--- config.mk ---
export PLATFORM = sky130hd
export DESIGN_NAME = gqs_select
export DESIGN_NICKNAME = d
export VERILOG_FILES = /design/src/core/gqs_pkg.sv /design/src/core/gqs_select.sv /design/src/core/gqs_qualifier.sv
export SDC_FILE = /design/constraint.sdc
export NUM_CORES = 2
export LEC_CHECK = 0
export BUFFER_PORTS_ARGS = -buffer_cell sky130_fd_sc_hd__clkbuf_2
export CAP_MARGIN = 20
export CELL_PAD_IN_SITES_DETAIL_PLACEMENT = 0
export CELL_PAD_IN_SITES_GLOBAL_PLACEMENT = 1
export CORE_ASPECT_RATIO = 1.1
export CORE_MARGIN = 2
export CORE_UTILIZATION = 38
export CTS_CLUSTER_DIAMETER = 50
export CTS_CLUSTER_SIZE = 24
export DETAILED_ROUTE_END_ITERATION = 16
export PLACE_DENSITY = 0.71
export SYNTH_ARGS = -nofsm -noshare
export SYNTH_HDL_FRONTEND = slang
export SYNTH_SLANG_ARGS = --single-unit
--- constraint.sdc ---
create_clock -name aclk -period 6.8 [get_ports aclk]
set_clock_uncertainty 0.05 [all_clocks]
set_input_delay 1.02 -clock aclk [delete_from_list [all_inputs] [get_ports aclk]]
set_output_delay 1.02 -clock aclk [all_outputs]
set_load 0.005 [all_outputs]
--- src/core/gqs_pkg.sv ---
// Package of constants for the pin input qualification select block
package gqs_pkg;

  localparam int GQS_DATA_W = 32;
  localparam int GQS_NUM_PINS = 48;
  localparam int GQS_FIRST_PIN = 16;
  localparam int GQS_PERIOD_W = 8;
  localparam int GQS_SAMPLES_THREE = 3;
  localparam int GQS_SAMPLES_SIX = 6;
  localparam int GQS_CLK_PERIOD_NS = 4;

  localparam logic [1:0] GQS_CODE_SYNC = 2'h0;
  localparam logic [1:0] GQS_CODE_Q3 = 2'h1;
  localparam logic [1:0] GQS_CODE_Q6 = 2'h2;
  localparam logic [1:0] GQS_CODE_ASYNC = 2'h3;

  localparam logic [7:0] GQS_OFF_A_HIGH_SEL = 8'h00;
  localparam logic [7:0] GQS_OFF_B_LOW_SEL = 8'h04;
  localparam logic [7:0] GQS_OFF_B_HIGH_SEL = 8'h08;
  localparam logic [7:0] GQS_OFF_A_CTRL = 8'h0c;
  localparam logic [7:0] GQS_OFF_B_CTRL = 8'h10;
  localparam logic [7:0] GQS_OFF_UNLOCK = 8'h14;
  localparam logic [7:0] GQS_OFF_LEVEL_LO = 8'h18;
  localparam logic [7:0] GQS_OFF_LEVEL_HI = 8'h1c;

  localparam logic [2:0] GQS_R_A_HIGH_SEL = 3'h0;
  localparam logic [2:0] GQS_R_B_LOW_SEL = 3'h1;
  localparam logic [2:0] GQS_R_B_HIGH_SEL = 3'h2;
  localparam logic [2:0] GQS_R_A_CTRL = 3'h3;
  localparam logic [2:0] GQS_R_B_CTRL = 3'h4;
  localparam logic [2:0] GQS_R_UNLOCK = 3'h5;
  localparam logic [2:0] GQS_R_LEVEL_LO = 3'h6;
  localparam logic [2:0] GQS_R_LEVEL_HI = 3'h7;

  localparam logic [31:0] GQS_RESET_VALUE = 32'h0000_0000;
  localparam int GQS_UNLOCK_BIT = 0;

  localparam logic [1:0] GQS_RESP_OKAY = 2'h0;
  localparam logic [1:0] GQS_RESP_SLVERR = 2'h2;

  // Byte-lane merge of a write into a stored word
  function automatic logic [31:0] gqs_merge(input logic [31:0] old, input logic [31:0] data,
                                            input logic [3:0] strb);
    logic [31:0] res;
    res = old;
    for (int b = 0; b < 4; b++) begin
      if (strb[b]) begin
        res[8*b+:8] = data[8*b+:8];
      end
    end
    return res;
  endfunction

endpackage

--- src/core/gqs_select.sv ---
// Qualification select registers on AXI4-Lite with 48 per-pin input paths
`timescale 1ns/1ps
module gqs_select
  import gqs_pkg::*;
#(
  parameter int ADDR_W = 8
) (
  input wire logic aclk,
  input wire logic aresetn,
  input wire logic aclken,
  input wire logic [ADDR_W-1:0] s_axi_awaddr,
  input wire logic [2:0] s_axi_awprot,
  input wire logic s_axi_awvalid,
  output logic s_axi_awready,
  input wire logic [31:0] s_axi_wdata,
  input wire logic [3:0] s_axi_wstrb,
  input wire logic s_axi_wvalid,
  output logic s_axi_wready,
  output logic [1:0] s_axi_bresp,
  output logic s_axi_bvalid,
  input wire logic s_axi_bready,
  input wire logic [ADDR_W-1:0] s_axi_araddr,
  input wire logic [2:0] s_axi_arprot,
  input wire logic s_axi_arvalid,
  output logic s_axi_arready,
  output logic [31:0] s_axi_rdata,
  output logic [1:0] s_axi_rresp,
  output logic s_axi_rvalid,
  input wire logic s_axi_rready,
  input wire logic [GQS_NUM_PINS-1:0] pin_in,
  output logic [GQS_NUM_PINS-1:0] gpio_in_data,
  output logic [GQS_NUM_PINS-1:0] periph_in_data
);

  if (ADDR_W < 8 || ADDR_W > 32) begin : g_bad_param
    $error("gqs_select: address width must be 8 to 32 bits");
  end

  logic [31:0] port_a_high_qual_select;
  logic [31:0] port_b_low_qual_select;
  logic [31:0] port_b_high_qual_select;
  logic [31:0] port_a_qual_control;
  logic [31:0] port_b_qual_control;
  logic protected_write_unlock;

  logic aw_held;
  logic w_held;
  logic [ADDR_W-1:0] aw_addr_q;
  logic [31:0] w_data_q;
  logic [3:0] w_strb_q;

  // Index of the register at a byte address; misaligned or out-of-range addresses miss
  function automatic logic [3:0] gqs_decode(input logic [ADDR_W-1:0] addr);
    logic [7:0] low;
    logic hit_range;
    low = addr[7:0];
    hit_range = ((addr >> 8) == '0) && (low[1:0] == 2'h0);
    if (!hit_range) begin
      return 4'h8;
    end
    case (low)
      GQS_OFF_A_HIGH_SEL: return {1'b0, GQS_R_A_HIGH_SEL};
      GQS_OFF_B_LOW_SEL: return {1'b0, GQS_R_B_LOW_SEL};
      GQS_OFF_B_HIGH_SEL: return {1'b0, GQS_R_B_HIGH_SEL};
      GQS_OFF_A_CTRL: return {1'b0, GQS_R_A_CTRL};
      GQS_OFF_B_CTRL: return {1'b0, GQS_R_B_CTRL};
      GQS_OFF_UNLOCK: return {1'b0, GQS_R_UNLOCK};
      GQS_OFF_LEVEL_LO: return {1'b0, GQS_R_LEVEL_LO};
      GQS_OFF_LEVEL_HI: return {1'b0, GQS_R_LEVEL_HI};
      default: return 4'h8;
    endcase
  endfunction

  // Write channel: address and data are caught independently, the write lands once both are held
  assign s_axi_awready = !aw_held && !s_axi_bvalid;
  assign s_axi_wready = !w_held && !s_axi_bvalid;
  wire aw_fire = s_axi_awvalid && s_axi_awready;
  wire w_fire = s_axi_wvalid && s_axi_wready;
  wire wr_do = aw_held && w_held && !s_axi_bvalid;
  wire [3:0] wr_idx = gqs_decode(aw_addr_q);
  wire wr_mapped = !wr_idx[3];
  // Protected registers silently keep their value while locked; the bus still answers OKAY
  wire wr_prot_ok = wr_do && protected_write_unlock;
  wire wr_a_high = wr_prot_ok && wr_idx == {1'b0, GQS_R_A_HIGH_SEL};
  wire wr_b_low = wr_prot_ok && wr_idx == {1'b0, GQS_R_B_LOW_SEL};
  wire wr_b_high = wr_prot_ok && wr_idx == {1'b0, GQS_R_B_HIGH_SEL};
  wire wr_a_ctrl = wr_prot_ok && wr_idx == {1'b0, GQS_R_A_CTRL};
  wire wr_b_ctrl = wr_prot_ok && wr_idx == {1'b0, GQS_R_B_CTRL};
  wire wr_unlock = wr_do && wr_idx == {1'b0, GQS_R_UNLOCK};

  always_ff @(posedge aclk) begin
    if (!aresetn) begin
      aw_held <= 1'b0;
      w_held <= 1'b0;
      aw_addr_q <= '0;
      w_data_q <= GQS_RESET_VALUE;
      w_strb_q <= 4'h0;
      s_axi_bvalid <= 1'b0;
      s_axi_bresp <= GQS_RESP_OKAY;
    end else if (aclken) begin
      if (aw_fire) begin
        aw_held <= 1'b1;
        aw_addr_q <= s_axi_awaddr;
      end else if (wr_do) begin
        aw_held <= 1'b0;
      end
      if (w_fire) begin
        w_held <= 1'b1;
        w_data_q <= s_axi_wdata;
        w_strb_q <= s_axi_wstrb;
      end else if (wr_do) begin
        w_held <= 1'b0;
      end
      if (wr_do) begin
        s_axi_bvalid <= 1'b1;
        s_axi_bresp <= wr_mapped ? GQS_RESP_OKAY : GQS_RESP_SLVERR;
      end else if (s_axi_bready) begin
        s_axi_bvalid <= 1'b0;
      end
    end
  end

  // Reset wins over the clock enable so a frozen block still comes up in sync-only mode
  always_ff @(posedge aclk) begin
    if (!aresetn) begin
      port_a_high_qual_select <= GQS_RESET_VALUE;
      port_b_low_qual_select <= GQS_RESET_VALUE;
      port_b_high_qual_select <= GQS_RESET_VALUE;
      port_a_qual_control <= GQS_RESET_VALUE;
      port_b_qual_control <= GQS_RESET_VALUE;
      protected_write_unlock <= 1'b0;
    end else if (aclken) begin
      if (wr_a_high) begin
        port_a_high_qual_select <= gqs_merge(port_a_high_qual_select, w_data_q, w_strb_q);
      end
      if (wr_b_low) begin
        port_b_low_qual_select <= gqs_merge(port_b_low_qual_select, w_data_q, w_strb_q);
      end
      if (wr_b_high) begin
        port_b_high_qual_select <= gqs_merge(port_b_high_qual_select, w_data_q, w_strb_q);
      end
      if (wr_a_ctrl) begin
        port_a_qual_control <= gqs_merge(port_a_qual_control, w_data_q, w_strb_q);
      end
      if (wr_b_ctrl) begin
        port_b_qual_control <= gqs_merge(port_b_qual_control, w_data_q, w_strb_q);
      end
      if (wr_unlock && w_strb_q[0]) begin
        protected_write_unlock <= w_data_q[GQS_UNLOCK_BIT];
      end
    end
  end

  // Pin fabric: pin 16+i takes code bits 2i+1:2i and the period byte of its group of eight
  wire [95:0] code_flat = {port_b_high_qual_select, port_b_low_qual_select, port_a_high_qual_select};
  wire [63:0] period_flat = {port_b_qual_control, port_a_qual_control};
  logic [1:0] pin_code [GQS_NUM_PINS];
  logic [GQS_PERIOD_W-1:0] pin_period [GQS_NUM_PINS];

  for (genvar i = 0; i < GQS_NUM_PINS; i++) begin : g_pin
    assign pin_code[i] = code_flat[2*i+:2];
    assign pin_period[i] = period_flat[GQS_PERIOD_W*((i+GQS_FIRST_PIN)/8)+:GQS_PERIOD_W];

    gqs_qualifier #(
      .HIST_W(GQS_SAMPLES_SIX),
      .PERIOD_W(GQS_PERIOD_W)
    ) u_qual (
      .aclk(aclk),
      .aresetn(aresetn),
      .aclken(aclken),
      .pin(pin_in[i]),
      .code(pin_code[i]),
      .period(pin_period[i]),
      .qual_level(gpio_in_data[i])
    );

    // Asynchronous choice bypasses every flop; only the peripheral side may see it
    assign periph_in_data[i] = (pin_code[i] == GQS_CODE_ASYNC) ? pin_in[i] : gpio_in_data[i];
  end

  // Read channel: one read in flight, data registered at acceptance
  assign s_axi_arready = !s_axi_rvalid;
  wire ar_fire = s_axi_arvalid && s_axi_arready;
  wire [3:0] rd_idx = gqs_decode(s_axi_araddr);
  wire [31:0] level_lo = gpio_in_data[31:0];
  wire [31:0] level_hi = {16'h0000, gpio_in_data[GQS_NUM_PINS-1:32]};
  wire [31:0] rd_word =
    (rd_idx == {1'b0, GQS_R_A_HIGH_SEL}) ? port_a_high_qual_select :
    (rd_idx == {1'b0, GQS_R_B_LOW_SEL}) ? port_b_low_qual_select :
    (rd_idx == {1'b0, GQS_R_B_HIGH_SEL}) ? port_b_high_qual_select :
    (rd_idx == {1'b0, GQS_R_A_CTRL}) ? port_a_qual_control :
    (rd_idx == {1'b0, GQS_R_B_CTRL}) ? port_b_qual_control :
    (rd_idx == {1'b0, GQS_R_UNLOCK}) ? {31'h0000_0000, protected_write_unlock} :
    (rd_idx == {1'b0, GQS_R_LEVEL_LO}) ? level_lo :
    (rd_idx == {1'b0, GQS_R_LEVEL_HI}) ? level_hi : 32'h0000_0000;

  always_ff @(posedge aclk) begin
    if (!aresetn) begin
      s_axi_rvalid <= 1'b0;
      s_axi_rdata <= GQS_RESET_VALUE;
      s_axi_rresp <= GQS_RESP_OKAY;
    end else if (aclken) begin
      if (ar_fire) begin
        s_axi_rvalid <= 1'b1;
        s_axi_rdata <= rd_word;
        s_axi_rresp <= rd_idx[3] ? GQS_RESP_SLVERR : GQS_RESP_OKAY;
      end else if (s_axi_rready) begin
        s_axi_rvalid <= 1'b0;
      end
    end
  end
endmodule

--- src/core/gqs_qualifier.sv ---
// One pin's synchroniser, sample clock divider and three/six sample qualifier
`timescale 1ns/1ps
module gqs_qualifier
  import gqs_pkg::*;
#(
  parameter int HIST_W = GQS_SAMPLES_SIX,
  parameter int PERIOD_W = GQS_PERIOD_W
) (
  input wire logic aclk,
  input wire logic aresetn,
  input wire logic aclken,
  input wire logic pin,
  input wire logic [1:0] code,
  input wire logic [PERIOD_W-1:0] period,
  output logic qual_level
);

  if (HIST_W < GQS_SAMPLES_SIX || PERIOD_W < 1) begin : g_bad_param
    $error("gqs_qualifier: history shorter than six samples or empty period field");
  end

  logic sync_first;
  logic sync_second;
  logic [PERIOD_W:0] gap_left;
  logic [HIST_W-1:0] hist;

  // Divider reloads 2n-1 so a tick lands every 2n clocks; period 0 ticks every clock
  wire tick = (gap_left == '0);
  wire [PERIOD_W:0] reload = (period == '0) ? '0 : ({period, 1'b0} - 1'b1);
  wire [HIST_W-1:0] next_hist = tick ? {hist[HIST_W-2:0], sync_second} : hist;
  wire three_high = &next_hist[GQS_SAMPLES_THREE-1:0];
  wire three_low = ~|next_hist[GQS_SAMPLES_THREE-1:0];
  wire six_high = &next_hist[GQS_SAMPLES_SIX-1:0];
  wire six_low = ~|next_hist[GQS_SAMPLES_SIX-1:0];
  wire q3_level = three_high ? 1'b1 : (three_low ? 1'b0 : qual_level);
  wire q6_level = six_high ? 1'b1 : (six_low ? 1'b0 : qual_level);
  // Code 11 on the GPIO side degrades to plain synchronisation
  wire next_level = (code == GQS_CODE_Q3) ? q3_level :
                    (code == GQS_CODE_Q6) ? q6_level : sync_second;

  always_ff @(posedge aclk) begin
    if (!aresetn) begin
      sync_first <= 1'b0;
      sync_second <= 1'b0;
      gap_left <= '0;
      hist <= '0;
      qual_level <= 1'b0;
    end else if (aclken) begin
      sync_first <= pin;
      sync_second <= sync_first;
      gap_left <= tick ? reload : gap_left - 1'b1;
      hist <= next_hist;
      qual_level <= next_level;
    end
  end

  // Helper: enabled clocks since the last tick, and whether the period moved meanwhile
  logic [PERIOD_W:0] gap_seen;
  logic [PERIOD_W-1:0] last_period;
  logic period_dirty;
  wire [PERIOD_W:0] gap_expect = (period == '0) ? (PERIOD_W+1)'(1) : {period, 1'b0};

  always_ff @(posedge aclk) begin
    if (!aresetn) begin
      gap_seen <= '0;
      last_period <= '0;
      period_dirty <= 1'b1;
    end else if (aclken) begin
      gap_seen <= tick ? (PERIOD_W+1)'(1) : gap_seen + 1'b1;
      last_period <= period;
      period_dirty <= tick ? 1'b0 : (period_dirty || period != last_period);
    end
  end
endmodule

==> impl_metrics.ini <==
[setup_path]
r2r_cells = 5
cp_data_arrival_time_ns = 4.15
start_kind = flop
r2r_slack_ns = 3.30
crit_type = reg2reg
worst_path_max_delay_cell = nand4b_1
critPathMaxFanout = 16
r2r-start = aw_addr_q[5]
critPathRequiredTime_ns = 7.45
cp.depth = 5
crit_chain = nor4_1, nor4b_4, nor3b_2, nand4b_1, o21ai_0
critPathCaptureType = flop
path_buf_inv = 0
slowest_delay_ns = 0.74
endpoint = port_b_high_qual_select[29]
cp_top_family = simple AND/OR/NAND/NOR gates
crit_path_start = aw_addr_q[5]
regToRegEndpoint = port_b_high_qual_select[29]

[timing]
layout_min_cycle_time_ns = 3.501
grt_setup_unrepaired = false
report.final.slew_viol_count = 0
timing.fmax_ghz = 0.2856
fin_crit_sh_pct = 51.49
finalHoldViolations = 0
finalSetupViolations = 0
tightest_slew_ns = 1.302
finalSetupTns_ns = 0
slew_headroom_pct = 13.19

[global_route]
overflow = 0
track_usage_pct = 24.45
grt_pass1_wl_mm = 294.5
antenna_found_initial = 8
grt_max_degree = 178
grt_pass1_vias = 48374

[power]
p_leak_uw = 0.02481
p_total_uw = 25750
power_frac_seq_pct = 33.7
p_per_area_nw_per_um2 = 396.7
p_comb_share_pct = 35.2
switching_share_pct = 39.38
p_switching_uw = 10140
p_int_uw = 15610
clock_power_share_pct = 31.2
ir_drop_mv = 0.2079

[logic_synthesis]
synthTopCellsByArea = dfxtp_1 39%, mux2i_1 9.6%, nor2_1 6.3%
yosysMostFrequentCell = dfxtp_1
ys_seq_area_share_pct = 38.88
ys_types = 95
synthArstFlopShare_pct = 0
yosys.area.top_type_share_pct = 38.88
synthCells = 7128
yosysTopAreaCell = dfxtp_1
synth_edf_count = 0
synth_flop_cell = dfxtp_1
syn-cell-area_sq_um = 57210
ys_ff_latch = 1111
synth_common_cells = 1111 x dfxtp_1, 956 x nor2_1, 838 x nand2_1, 547 x mux2i_1, 526 x a21oi_1
ys_warn_count = 0
syn_avg_cell_area_sq_um = 8.026

[route]
vias_per_cell = 5.739
drt-initial-drc-count = 4163
drt_wl_total_mm = 194.0
route.detailed.drc = 0
wl_met3_mm = 10.44
vias = 53138
drt_pass1_iterations = 6
wl_met1_mm = 87.93
highest_layer = met4
wl_per_cell_microns = 20.95
route.met2.wl_mm = 89.07
drtAntennaViolNets = 0

[die]
core_sq_um = 149700
dieHeight_microns = 410.9
die_area_sq_um = 153700
num_rows = 149
die_x_microns = 373.9
initial_utilization_pct = 38.21
pin_count = 251

[layout]
syn_to_final_growth_pct = 13.48
nets = 7348
final_cell_area_sq_um = 64920
drive_gt1_share_pct = 10.67
finalCoreUtilization_pct = 43.37

[cts]
cts_inserted_buffers = 138
cts_max_path_buffers = 3
cts_resized = 0
worstSkewPairLatency_ns = 0.84
htreeDepth = 4
cts_root_buf = clkbuf_16
clk_pin_slew_ns = 0.07
cts_tree = yes
clock-sinks = 1111
hold_buffers = 0
post_cts_buffers = 0

[placement]
placed_area_sq_um = 59820
dp_hpwl_mm = 137.4
io_buffers = 242
gp_congestion = 0.9029

[run_status]
outcome = completed

[min_path]
min-delay-path-class = in2reg

[run]
maxCapViolations = 0
-- tightest hold or removal path, stage by stage --
cell	delay [ns]
clkbuf_2	0.08
nand2_1	0.05
a21oi_1	0.05
-- cells in the final DEF, fill, tap and decap left out, drive strengths merged, types with 27 or more instances in the layout --
| master | count |
|---|---|
| dfxtp | 1111 |
| nor2 | 969 |
| nand2 | 841 |
| mux2i | 547 |
| a21oi | 527 |
| o21ai | 425 |
| clkbuf | 398 |
| nand3 | 279 |
| nor3 | 239 |
| inv | 214 |
| a211oi | 130 |
| nor4 | 96 |
| mux2 | 88 |
| o31ai | 76 |
| nand2b | 75 |
| a22oi | 73 |
| or4 | 71 |
| or3 | 68 |
| buf | 67 |
| o22ai | 55 |
| ha | 54 |
| nand4 | 45 |
| or4b | 45 |
| a31oi | 44 |
| o211ai | 44 |
| nor4b | 41 |
| clkinv | 40 |
| a221oi | 39 |
| and3 | 38 |
| or2 | 34 |
| xnor2 | 32 |
| nand3b | 31 |
| o221ai | 31 |
| nor2b | 31 |
| o311ai | 29 |
| a221o | 27 |
-- area by class of cell --
type | instances | area, sq um
Inverter | 181 | 691.9
Clock inverter | 97 | 1431
Timing Repair Buffer | 309 | 1863
Tap cell | 1963 | 2456
Multi-Input combinational cell | 5439 | 32610
Sequential cell | 1111 | 22240
Antenna cell | 3 | 7.507
Fill cell | 15144 | 84780
Clock buffer | 156 | 3621
-- cells by family after synthesis --
family,Yosys count,synth area share (%)
AO/OA/AOI/OAI,1722,19.04
XOR/XNOR,47,0.7196
adder cells (fa/ha/maj),54,1.181
buffers and inverters,579,4.221
flip-flops,1111,38.88
multiplexers,635,11.30
other,1,0.006555
AND/OR/NAND/NOR,2979,24.65
-- worst min-delay path by stage --
stage / from / end / slack [ns] / depth (start not counted)
2_1_floorplan: aw_addr_q[3] / aw_addr_q[3] / 0.38 / 2
3_3_place_gp: aw_addr_q[2] / aw_addr_q[2] / 0.40 / 2
3_5_place_dp: aw_addr_q[2] / aw_addr_q[2] / 0.40 / 2
4_1_cts: s_axi_wdata[9] / w_data_q[9] / 0.29 / 3
5_1_grt: s_axi_wdata[4] / w_data_q[4] / 0.33 / 3
6_report: s_axi_wdata[9] / w_data_q[9] / 0.35 / 3
-- power by group through the flow --
stage | combinational, uW | clock, uW | sequential (uW)
after floorplan | 7450 | 0 | 8380
final | 9050 | 8030 | 8670
after detailed placement | 8950 | 0 | 8770
after global placement | 8850 | 0 | 8740
after global routing | 10300 | 8450 | 8850
after CTS | 9010 | 8200 | 8640
-- layer usage --
| layer | vias up | GRT usage, % |
|---|---|---|
| li1 | 25992 | - |
| met1 | 25403 | 32.88 |
| met2 | 1455 | 39.91 |
| met3 | 288 | 3.185 |
| met4 | 0 | 9.151 |
| met5 | - | 0 |
-- through the flow --
stage | setup slack (ns) | hold slack, ns | std cells
floorplan | 3.898 | 0.3836 | 7129
global placement | 2.957 | 0.3950 | 8996
detailed placement | 2.886 | 0.4021 | 8999
CTS | 3.371 | 0.2879 | 9252
global route | 3.176 | 0.3338 | 9256
finish | 3.299 | 0.3504 | 9259
-- sequential cells by signal, indices dropped and copies added (netlist names), 48 cells and up, named ones only --
register                  count
g_pin.u_qual.hist           288
g_pin.u_qual.gap_left       432
g_pin.u_qual.qual_level      48
g_pin.u_qual.sync_second     48
g_pin.u_qual.sync_first      48
(Power assumes the default switching activity.)
